[config.mk]
export PLATFORM = sky130hd
export DESIGN_NAME = cms_sequencer
export DESIGN_NICKNAME = d
export VERILOG_FILES = /design/src/rtl/cms_pkg.sv /design/src/rtl/cms_sequencer.sv
export VERILOG_INCLUDE_DIRS = /design/src /design/src/rtl
export SDC_FILE = /design/constraint.sdc
export NUM_CORES = 1
export LEC_CHECK = 0
export BUFFER_PORTS_ARGS = -buffer_cell sky130_fd_sc_hd__buf_2
export CAP_MARGIN = 15
export CORE_ASPECT_RATIO = 0.6
export CORE_MARGIN = 1.5
export CORE_UTILIZATION = 44
export CTS_CLUSTER_SIZE = 24
export DETAILED_ROUTE_END_ITERATION = 12
export GPL_ROUTABILITY_DRIVEN = 0
export GPL_TIMING_DRIVEN = 0
export PLACE_DENSITY = 0.7
export SLEW_MARGIN = 20
export SYNTH_ARGS = -nofsm -noshare
export SYNTH_HDL_FRONTEND = slang
export SYNTH_SLANG_ARGS = --single-unit
[constraint.sdc]
create_clock -name clk_i -period 4.65 [get_ports clk_i]
set_input_delay 0.6975 -clock clk_i [delete_from_list [all_inputs] [get_ports clk_i]]
set_output_delay 0.6975 -clock clk_i [all_outputs]
set_load 0.02 [all_outputs]
[src/rtl/cms_defs.svh]
// Purpose: Constants for the configuration mode sequencer
// Assumes: 20 MHz system clock, Wishbone register offsets in bytes
// Notes: Cycle counts derive from the clock rate below
// Contract
// - After power-on wait 100 ms if select pin low, 2 ms if high.
// - User I/O stays tri-stated through power-up, waiting and loading.
// - After loading, initialize: reset user registers, enable I/O, then run.
// - Loading plus initialization form command mode; running is user mode. Here cmd_state covers power-on, waiting and loading, not initialization.
// - Reload request in user mode reloads, reinitializes, then resumes user mode.
// - Weak pull-ups on during configuration unless the disable pin is high.
// - Boundary-scan loading fails beyond chain position 17.
// - Cascade: done hand-off leaves on enable out into next enable in.
// - Five load schemes: memory, serial, async parallel, fast parallel, scan.
// - Byte-wide load at 100 MHz finishes in under 100 ms.
// - Serial or parallel data; a processor may load through one location.
`ifndef CMS_DEFS_SVH
`define CMS_DEFS_SVH
`define CMS_CLK_HZ 20000000
`define CMS_POR_LONG_MS 100
`define CMS_POR_SHORT_MS 2
`define CMS_POR_LONG_CYC (`CMS_POR_LONG_MS * (`CMS_CLK_HZ / 1000))
`define CMS_POR_SHORT_CYC (`CMS_POR_SHORT_MS * (`CMS_CLK_HZ / 1000))
`define CMS_FAST_HZ 100000000
`define CMS_LOAD_MAX_MS 100
`define CMS_LOAD_MAX_BYTES (`CMS_LOAD_MAX_MS * (`CMS_FAST_HZ / 1000))
`define CMS_CFG_BITS 1024
`define CMS_INIT_CYC 8
`define CMS_MAX_CHAIN_POS 17
`define CMS_OFS_CTRL 8'h00
`define CMS_OFS_STATUS 8'h04
`define CMS_OFS_DATA 8'h08
`define CMS_OFS_CHAIN 8'h0c
`define CMS_CTRL_RELOAD 3
`define CMS_CHAIN_RESET 8'h01
`endif

[src/rtl/cms_pkg.sv]
// Purpose: Types for the configuration mode sequencer
// Assumes: Nothing beyond the defs header
// Notes: State codes appear in the status register
package cms_pkg;
  typedef enum logic [2:0] {
    ST_POR = 3'h0,
    ST_WAIT = 3'h1,
    ST_LOAD = 3'h2,
    ST_INIT = 3'h3,
    ST_USER = 3'h4,
    ST_FAIL = 3'h5
  } cms_state_type;
  typedef enum logic [2:0] {
    SCH_MEMORY = 3'h0,
    SCH_PASSIVE_SERIAL = 3'h1,
    SCH_PASSIVE_PARALLEL_ASYNC = 3'h2,
    SCH_FAST_PARALLEL = 3'h3,
    SCH_BOUNDARY_SCAN = 3'h4
  } cms_scheme_type;
endpackage : cms_pkg

[src/rtl/cms_sequencer.sv]
// Purpose: Power-on, command mode and user mode sequencing with load schemes
// Assumes: Pins synchronous to clk_i, Wishbone classic slave, one-cycle ack
// Notes: Load data is counted, and only the last byte is kept for status; the fabric behind it is outside
//
// Decided for this implementation: the Wishbone register port and the register addresses.
`timescale 1ns/1ns
`include "cms_defs.svh"
module cms_sequencer
  import cms_pkg::*;
#(
  parameter int unsigned POR_LONG_CYCLES = `CMS_POR_LONG_CYC,
  parameter int unsigned POR_SHORT_CYCLES = `CMS_POR_SHORT_CYC,
  parameter int unsigned CFG_BITS = `CMS_CFG_BITS,
  parameter int unsigned INIT_CYCLES = `CMS_INIT_CYC,
  parameter int unsigned MAX_CHAIN_POS = `CMS_MAX_CHAIN_POS
)
(
  // Clock and reset
  input wire logic clk_i,
  input wire logic rst_i,
  // Wishbone slave
  input wire logic wb_cyc_i,
  input wire logic wb_stb_i,
  input wire logic wb_we_i,
  input wire logic [7:0] wb_adr_i,
  input wire logic [3:0] wb_sel_i,
  input wire logic [31:0] wb_dat_i,
  output logic [31:0] wb_dat_o,
  output logic wb_ack_o,
  // Straps and control pins
  input wire logic reset_delay_select_i,
  input wire logic weak_pullup_disable_i,
  input wire logic reload_request_n_i,
  input wire logic chain_load_enable_in_n_i,
  // Load data pins
  input wire logic cfg_strobe_i,
  input wire logic [7:0] cfg_data_i,
  // Device side
  output logic io_oe_o,
  output logic weak_pullup_en_o,
  output logic init_reset_o,
  output logic user_mode_o,
  output logic config_fail_o,
  output logic chain_load_enable_out_n_o
);
  localparam int CW = $clog2(POR_LONG_CYCLES + 1);
  localparam int LW = $clog2(CFG_BITS + 9);
  localparam int IW = $clog2(INIT_CYCLES + 1);

  initial
  begin
    if (POR_SHORT_CYCLES < 1 || POR_LONG_CYCLES < POR_SHORT_CYCLES)
      $error("Bad power-on delay counts");
    if (CFG_BITS < 8 || CFG_BITS % 8 != 0 || CFG_BITS / 8 >= `CMS_LOAD_MAX_BYTES)
      $error("Configuration size must be whole bytes and loadable in time");
    if (INIT_CYCLES < 1 || MAX_CHAIN_POS > 255)
      $error("Bad init length or chain limit");
  end

  function automatic logic scheme_serial(input logic [2:0] s);
    scheme_serial = (s == SCH_MEMORY) || (s == SCH_PASSIVE_SERIAL) ||
                    (s == SCH_BOUNDARY_SCAN);
  endfunction : scheme_serial

  function automatic logic cmd_state(input cms_state_type s);
    cmd_state = (s == ST_POR) || (s == ST_WAIT) || (s == ST_LOAD);
  endfunction : cmd_state

  cms_state_type state_reg, state_next;
  logic [CW-1:0] por_cnt_reg, por_len_reg;
  logic por_armed_reg, por_sel_reg;
  logic [LW-1:0] load_cnt_reg;
  logic [IW-1:0] init_cnt_reg;
  logic [2:0] scheme_reg;
  logic soft_reload_reg;
  logic [7:0] chain_pos_reg;
  logic [7:0] last_byte_reg;

  // Bus decode
  // Ack gates the hit so a strobe held across the answer is taken once
  wire wb_hit = wb_cyc_i & wb_stb_i & ~wb_ack_o;
  wire wb_wr = wb_hit & wb_we_i & wb_sel_i[0];
  wire wr_ctrl = wb_wr & (wb_adr_i == `CMS_OFS_CTRL);
  wire wr_data = wb_wr & (wb_adr_i == `CMS_OFS_DATA);
  wire wr_chain = wb_wr & (wb_adr_i == `CMS_OFS_CHAIN);

  // Load beats
  wire ppa_sel = (scheme_reg == SCH_PASSIVE_PARALLEL_ASYNC);
  wire beat = (state_reg == ST_LOAD) & (ppa_sel ? wr_data : cfg_strobe_i);
  wire [LW-1:0] beat_bits = scheme_serial(scheme_reg) ? LW'(1) : LW'(8);
  wire load_done = (load_cnt_reg >= LW'(CFG_BITS));
  wire beat_ready = (state_reg == ST_LOAD) & ppa_sel & ~load_done;
  wire reload_req = ~reload_request_n_i | soft_reload_reg;
  wire scan_bad = (scheme_reg == SCH_BOUNDARY_SCAN) &
                  (chain_pos_reg > 8'(MAX_CHAIN_POS));
  wire start_load = reload_request_n_i & ~soft_reload_reg &
                    ~chain_load_enable_in_n_i;
  wire por_end = por_armed_reg & (por_cnt_reg == '0);
  wire [CW-1:0] por_load = por_sel_reg ? CW'(POR_SHORT_CYCLES - 1) :
                           CW'(POR_LONG_CYCLES - 1);

  // Sequencing
  always_comb
  begin
    state_next = state_reg;
    case (state_reg)
      ST_POR: if (por_end) state_next = ST_WAIT;
      ST_WAIT: if (start_load) state_next = scan_bad ? ST_FAIL : ST_LOAD;
      ST_LOAD: if (load_done) state_next = ST_INIT;
      ST_INIT: if (init_cnt_reg == '0) state_next = ST_USER;
      ST_USER: state_next = ST_USER;
      ST_FAIL: state_next = ST_FAIL;
      default: state_next = ST_POR;
    endcase
    // Power-on delay always completes; reload is honoured everywhere after it
    if (reload_req && state_reg != ST_POR)
      state_next = ST_WAIT;
  end

  always_ff @(posedge clk_i)
  begin
    if (rst_i)
      state_reg <= ST_POR;
    else
      state_reg <= state_next;
  end

  // Strap is caught in the first cycle after reset release
  always_ff @(posedge clk_i)
  begin
    if (rst_i)
    begin
      por_armed_reg <= 1'b0;
      por_sel_reg <= 1'b0;
    end
    else if (!por_armed_reg)
    begin
      por_armed_reg <= 1'b1;
      por_sel_reg <= reset_delay_select_i;
    end
  end

  always_ff @(posedge clk_i)
  begin
    if (rst_i || !por_armed_reg)
      por_cnt_reg <= '1;
    else if (state_reg == ST_POR && por_cnt_reg == '1)
      por_cnt_reg <= por_load;
    else if (state_reg == ST_POR && por_cnt_reg != '0)
      por_cnt_reg <= por_cnt_reg - CW'(1);
  end

  always_ff @(posedge clk_i)
  begin
    if (state_reg != ST_LOAD)
      load_cnt_reg <= '0;
    else if (beat && !load_done)
      load_cnt_reg <= load_cnt_reg + beat_bits;
  end

  always_ff @(posedge clk_i)
  begin
    if (state_reg != ST_INIT)
      init_cnt_reg <= IW'(INIT_CYCLES - 1);
    else if (init_cnt_reg != '0)
      init_cnt_reg <= init_cnt_reg - IW'(1);
  end

  always_ff @(posedge clk_i)
  begin
    if (rst_i)
      last_byte_reg <= 8'h00;
    else if (beat)
      last_byte_reg <= ppa_sel ? wb_dat_i[7:0] : cfg_data_i;
  end

  // Registers
  always_ff @(posedge clk_i)
  begin
    if (rst_i)
    begin
      scheme_reg <= SCH_MEMORY;
      soft_reload_reg <= 1'b0;
      chain_pos_reg <= `CMS_CHAIN_RESET;
    end
    else
    begin
      if (wr_ctrl)
        scheme_reg <= wb_dat_i[2:0];
      soft_reload_reg <= wr_ctrl & wb_dat_i[`CMS_CTRL_RELOAD];
      if (wr_chain)
        chain_pos_reg <= wb_dat_i[7:0];
    end
  end

  wire [31:0] rd_mux =
    (wb_adr_i == `CMS_OFS_CTRL) ? {29'h0, scheme_reg} :
    (wb_adr_i == `CMS_OFS_STATUS) ? {16'h0, last_byte_reg, 1'b0, beat_ready,
                                     user_mode_o, config_fail_o, 1'b0, state_reg} :
    (wb_adr_i == `CMS_OFS_CHAIN) ? {24'h0, chain_pos_reg} : 32'h0;

  always_ff @(posedge clk_i)
  begin
    if (rst_i)
    begin
      wb_ack_o <= 1'b0;
      wb_dat_o <= 32'h0;
    end
    else
    begin
      wb_ack_o <= wb_hit;
      wb_dat_o <= wb_hit ? rd_mux : 32'h0;
    end
  end

  // Pin outputs follow the next state so they line up with state_reg
  always_ff @(posedge clk_i)
  begin
    if (rst_i)
    begin
      io_oe_o <= 1'b0;
      weak_pullup_en_o <= 1'b0;
      init_reset_o <= 1'b0;
      user_mode_o <= 1'b0;
      config_fail_o <= 1'b0;
      chain_load_enable_out_n_o <= 1'b1;
    end
    else
    begin
      io_oe_o <= (state_next == ST_INIT) || (state_next == ST_USER);
      weak_pullup_en_o <= cmd_state(state_next) & ~weak_pullup_disable_i;
      init_reset_o <= (state_next == ST_INIT);
      user_mode_o <= (state_next == ST_USER);
      config_fail_o <= (state_next == ST_FAIL);
      chain_load_enable_out_n_o <= ~((state_next == ST_INIT) ||
                                     (state_next == ST_USER));
    end
  end

  // Helper counting cycles spent counting down the delay
  always_ff @(posedge clk_i)
  begin
    if (rst_i || state_reg != ST_POR || !por_armed_reg)
      por_len_reg <= '0;
    else if (por_len_reg != '1)
      por_len_reg <= por_len_reg + CW'(1);
  end
endmodule : cms_sequencer

; ---- Word level (Yosys, flattened, before mapping)
; Index checks and enable logic that the tools add are counted.
[word_totals]
inputBits = 62
romBits = 0
ram_bits = 0
latchBits = 0
memories = 0
elab_cells = 114
ff_bits = 100
[op_classes]
order_cmp = 2
n_mul = 0
addsub = 3
div_mod_pow = 0
n_eq_ne = 19
shift = 0
reduce_logical = 26
n_mux = 17
n_bitwise = 26
[ops]
columns = operator, count
row1 = two-way mux 21 bit, 3
row2 = equality test 21 bit (second input constant), 1
row3 = zero test 21 bit, 1
row4 = two-way mux 3 bit, 7
row5 = nonzero test 21 bit, 1
row6 = subtractor 21 x 1 -> 21 bit (second input constant), 1
row7 = one-hot mux 3 bit (6 select lines), 1
row8 = bitwise AND 1 bit, 16
row9 = equality test 8 x 4 -> 1 bit (second input constant), 2
row10 = two-way mux 16 bit, 1
row11 = two-way mux 8 bit, 2
row12 = equality test 3 x 2 -> 1 bit (second input constant), 5
row13 = equality test 3 bit (second input constant), 5
row14 = adder 11 x 4 -> 11 bit, 1
row15 = greater-or-equal comparator 11 bit (second input constant), 1
row16 = equality test 3 x 1 -> 1 bit (second input constant), 3
row17 = zero test 3 bit, 3
row18 = NOT 1 bit, 9
row19 = equality test 8 x 3 -> 1 bit (second input constant), 1
row20 = greater-than comparator 8 x 5 -> 1 bit (second input constant), 1
row21 = zero test 8 bit, 1
row22 = logical OR 1 bit, 6
row23 = != test 3 x 2 -> 1 bit (second input constant), 2
row24 = OR reduction 5 bit, 1
row25 = other kinds (13), 18

; ---- Longest topological paths before layout
[logic_depth]
depth_word = 10
mapped_depth = 8

; ---- Least setup slack after synthesis
; OpenSTA, ideal clock, no wires.
[synth_timing]
kind = register to register
from = reg por_cnt_reg[2]
to = reg por_cnt_reg[14]
setup_ns = 0.063
synth_period_minus_slack_ns = 2.317
arrival_ns = 2.255
path_buffers = 1
path_stages_with_launch = 7
slack_ns = 2.333
path_cell_list = dfxtp_1 -> or4_4 -> or4_4 -> buf_6 -> or2_0 -> or4_1 -> nand3_1
[synth_between]
elab_chain_cells = 3
[synth_lines]
columns = element, line_no
row1 = from (decl), cms_sequencer.sv:70  ; logic [CW-1:0] por_cnt_reg, por_len_reg;
row2 = from (signal assigned), cms_sequencer.sv:148  ; por_cnt_reg <= por_load;
row3 = from (signal assigned), cms_sequencer.sv:150  ; por_cnt_reg <= por_cnt_reg - CW'(1);
row4 = subtractor 21 x 1 -> 21 bit (tied with other cells), cms_sequencer.sv:150
row5 = two-way mux 21 bit (tied with other cells), cms_sequencer.sv:149  ; else if (state_reg == ST_POR && por_cnt_reg != '0)
row6 = two-way mux 21 bit or nonzero test 2 bit (tied branches), -
; Parallel ways exist; a longest one is shown, timed or not. The select of a mux whose other input is x is not followed.
; A chain may end at the register's enable or synchronous reset.

; ---- Worst setup path after layout
[layout_timing]
from = reg scheme_reg[1]
to = reg load_cnt_reg[0]
[layout_between]
elab_chain_cells = 5
[layout_lines]
columns = element, line_no
row1 = from (decl), cms_sequencer.sv:74  ; logic [2:0] scheme_reg;
row2 = from (signal assigned), cms_sequencer.sv:189  ; scheme_reg <= wb_dat_i[2:0];
row3 = equality test 3 x 1 -> 1 bit or zero test 3 bit (tied branches), cms_sequencer.sv:61  ; scheme_serial = (s == SCH_MEMORY) || (s == SCH_PASSIVE_SERIAL) ||
row4 = logical OR 1 bit (2 in series), cms_sequencer.sv:61
row5 = two-way mux 4 bit, cms_sequencer.sv:90  ; wire [LW-1:0] beat_bits = scheme_serial(scheme_reg) ? LW'(1) : LW'(8);
row6 = adder 11 x 4 -> 11 bit, cms_sequencer.sv:158  ; load_cnt_reg <= load_cnt_reg + beat_bits;
row7 = to (signal assigned), cms_sequencer.sv:158
row8 = to (decl), cms_sequencer.sv:72  ; logic [LW-1:0] load_cnt_reg;
; Parallel ways exist; a longest one is shown, timed or not.

==> metrics.md <==
| Metric | Value |
|---|---|
| Placed Instances | 631 |
| Total clock buffers created by CTS | 9 |
| Worst VDD drop | 296 uV |
| Worst setup path category | flip-flop to flip-flop |
| Core Area | 8620 um^2 |
| Top post-synthesis cells by area | dfxtp_1, mux2i_1, nor2_1 |
| Worst reg2reg path depth | 7 |
| R2r endpoint | load_cnt_reg[0] |
| Async S/R FF share, synth | 0 |
| Reg-to-reg slack, setup | just under 2 ns |
| Worst Hold Margin | approximately 0.46 ns |
| Critical Path Fanout Max | 10 |
| Mapped cell area | approximately 4000 um^2 |
| Cts hold-fix bufs | 0 |
| Syn_area_per_cell | 8.84 um^2 |
| Initial antenna violation count | 0 |
| Status | complete, no violations |
| WL final | ~10 mm |
| Fin crit share | 0.585 |
| H-Tree Depth | 3 |
| Iteration count of the initial detailed-routing pass | 5 |
| Fin. max-slew vios | 0 |
| Synth top area share | 0.424 |
| Drt initial violations | 399 |
| Sequential Area | approximately 1700 um^2 |
| Multi-input logic area | 2110 um^2 |
| Clock Skew | around 0.0057 ns |
| Clock tree buffer depth | 2 |
| Maximum clock frequency | ~370 MHz |
| Crit. End Element | flip-flop |
| Mean routed wirelength per cell | 15.4 um |
| Die X | around 130 um |
| Type of origin of the critical path | flip-flop |
| Slew of the pin with the lowest slew margin | 1.03 ns |
| Worst-Skew Late Latency | roughly 0.33 ns |
| Tot Pwr | roughly 1.9 mW |
| Final setup fails | 0 |
| Finished Layout Cells | between 600 and 700 |
| Final worst path period need | approximately 2.7 ns |
| Pwr per Cell Area | 398 nW/um^2 |
| Min-Delay Path Class | flip-flop to flip-flop |
| Post-Synth Simple-Gate Area | 0.261 |
| Reg-to-reg startpoint | scheme_reg[1] |
| RSZ-0062 raised after global routing | no |
| Post-Synth XOR/XNOR Area | 0.0132 |
| Via-per-instance ratio | 5.65 |
| Worst Path Required | approximately 4.9 ns |
| Post-Synth Adder-Cell Area | 0.0221 |
| Final HPWL from detailed placement | about 7.6 mm |
| Gate Count Post-Synth | 449 |
| Netlist cell types | 57 |
| Fillers | a little under 800 |
| Final Util | 0.551 |
| YS warnings | 0 |
| Post-CTS Setup Repair Bufs | 0 |
| Grt ovf | 0 |
| Hold path cells | 1 |
| Initial core utilization | 0.460 |
| Row cnt | 26 |
| DR DRC count | 0 |
| Largest net degree at the start of global routing | 17 |
| Port-buffer cells | 55 |
| Clock sink count | between 80 and 90 |
| I/O pins | between 100 and 150 |
| Mux contribution to synthesized area | 0.0580 |
| Die Area | 9620 um^2 |
| Clock transition at path regs | approximately 0.060 ns |
| Max reg flops | 21 |
| Most common cell after layout, fill and taps aside | dfxtp_1 |
| Setup TNS | 0 ns |
| Die Span Y | 76.6 um |
| Leak | 1.99 nW |
| Number of max-cap violations | 0 |
| Number of antenna-violating nets in the routed design | 0 |
| Most frequent cells in the layout | dfxtp_1, buf_2, nor2_1 |
| Largest family of logic cells by synthesized area | simple AND/OR/NAND/NOR gates |
| Synth Register Bits | 84 |
| CTS Root Cell | clkbuf_16 |
| Min-delay src | last_byte_reg[0] |
| # resized after CTS | 0 |
| ANT cells | 0 |
| Global-route wire length before repair | approximately 16 mm |
| Hold Vio Cnt, Final | 0 |
| Final Net Count | 599 |
| Gr usage total | 0.210 |
| Synth Flop Type | dfxtp_1 |
| Largest area contributor in the netlist | dfxtp_1 |
| Number of global-route vias before repair | 3,223 |
| Post-synthesis sequential area ratio | 0.424 |
| Worst setup startpoint | scheme_reg[1] |
| Share of cells above drive strength 1 | 0.191 |
| Sink of the worst hold path | wb_dat_o[8] |
| Layout area overhead | 19.7% |
| Slew HR | 0.306 |
| Vias | 3,657 |
| Compound-Gate Fraction of Synth Area | 0.162 |
| CTS tree | yes |
| Post-synth EDFFs | 0 |
| CP Data Arrival Time | 2.92 ns |
==> final cells by class <==
| cell class | instances | area share |
|---|---|---|
| plain buffers | 34 | 0.0414 |
| clock buffers | 9 | 0.0474 |
| clock inverters | 7 | 0.0177 |
| inverters | 10 | 0.00790 |
| multi-input cells | 336 | 0.444 |
| flip-flops and latches | 84 | 0.354 |
| well taps | 112 | 0.0295 |
| repair buffers | 55 | 0.0580 |
==> metal layers <==
layer | vias to the layer above | share of wire | track usage
met1 | 1695 | 0.50 | 0.319
met5 | - | 0 | 0
li1 | 1789 | - | -
met2 | 162 | 0.40 | 0.292
met3 | 11 | 0.086 | 0.0527
met4 | 0 | 0.012 | 0.0523
==> worst max path at each step <==
stage | end | depth (start not counted) | slack, ns
2_1_floorplan | por_cnt_reg[14] | 6 | 2.33
3_3_place_gp | last_byte_reg[7] | 8 | 1.95
3_5_place_dp | last_byte_reg[7] | 8 | 1.91
4_1_cts | load_cnt_reg[0] | 7 | 1.99
5_1_grt | chain_load_enable_out_n_o | 6 | 1.71
6_report | load_cnt_reg[0] | 7 | 1.93
==> kinds of logic after synthesis <==
family,after synthesis
flops,84
simple gates,191
mux,23
buf+inv,44
compound gates,93
other cells,1
xor+xnor,6
fa+ha+maj,7
==> synth_stat cells, types with 8 or more instances <==
library cell   n
nand3_1       14
nand2_1       23
nor3_1        15
or3_1         13
o21ai_0       16
buf_4         16
dfxtp_1       84
o211ai_1      14
and2_1        15
a311oi_1       8
nor2_1        51
inv_1         10
clkbuf_1      16
mux2i_1       23
nand4_1        9
nand2b_1       8
a21oi_1       21
==> worst max-delay path, cell delays in order (launching register included) <==
cell and delay [ns]:
dfxtp_1 0.34, or3b_2 0.24, clkbuf_1 0.56, nor3_1 0.12, a31oi_1 0.56, clkbuf_1 0.45
mux2i_1 0.26, nor2_1 0.06
==> through the flow <==
step	worst slack, ns	area (um^2)
after floorplan	2.33	4030
after global placement	1.95	4440
after detailed placement	1.91	4440
after CTS	1.99	4750
after global routing	1.71	4750
final	1.93	4750
==> where the power goes <==
| part | switching [mW] | leakage [nW] | internal (mW) |
|---|---|---|---|
| Sequential | 0.0476 | 0.680 | 0.758 |
| Clock | 0.307 | 0.149 | 0.425 |
| Combinational | 0.218 | 1.16 | 0.135 |
No activity file was read; power rests on OpenSTA's default activity.
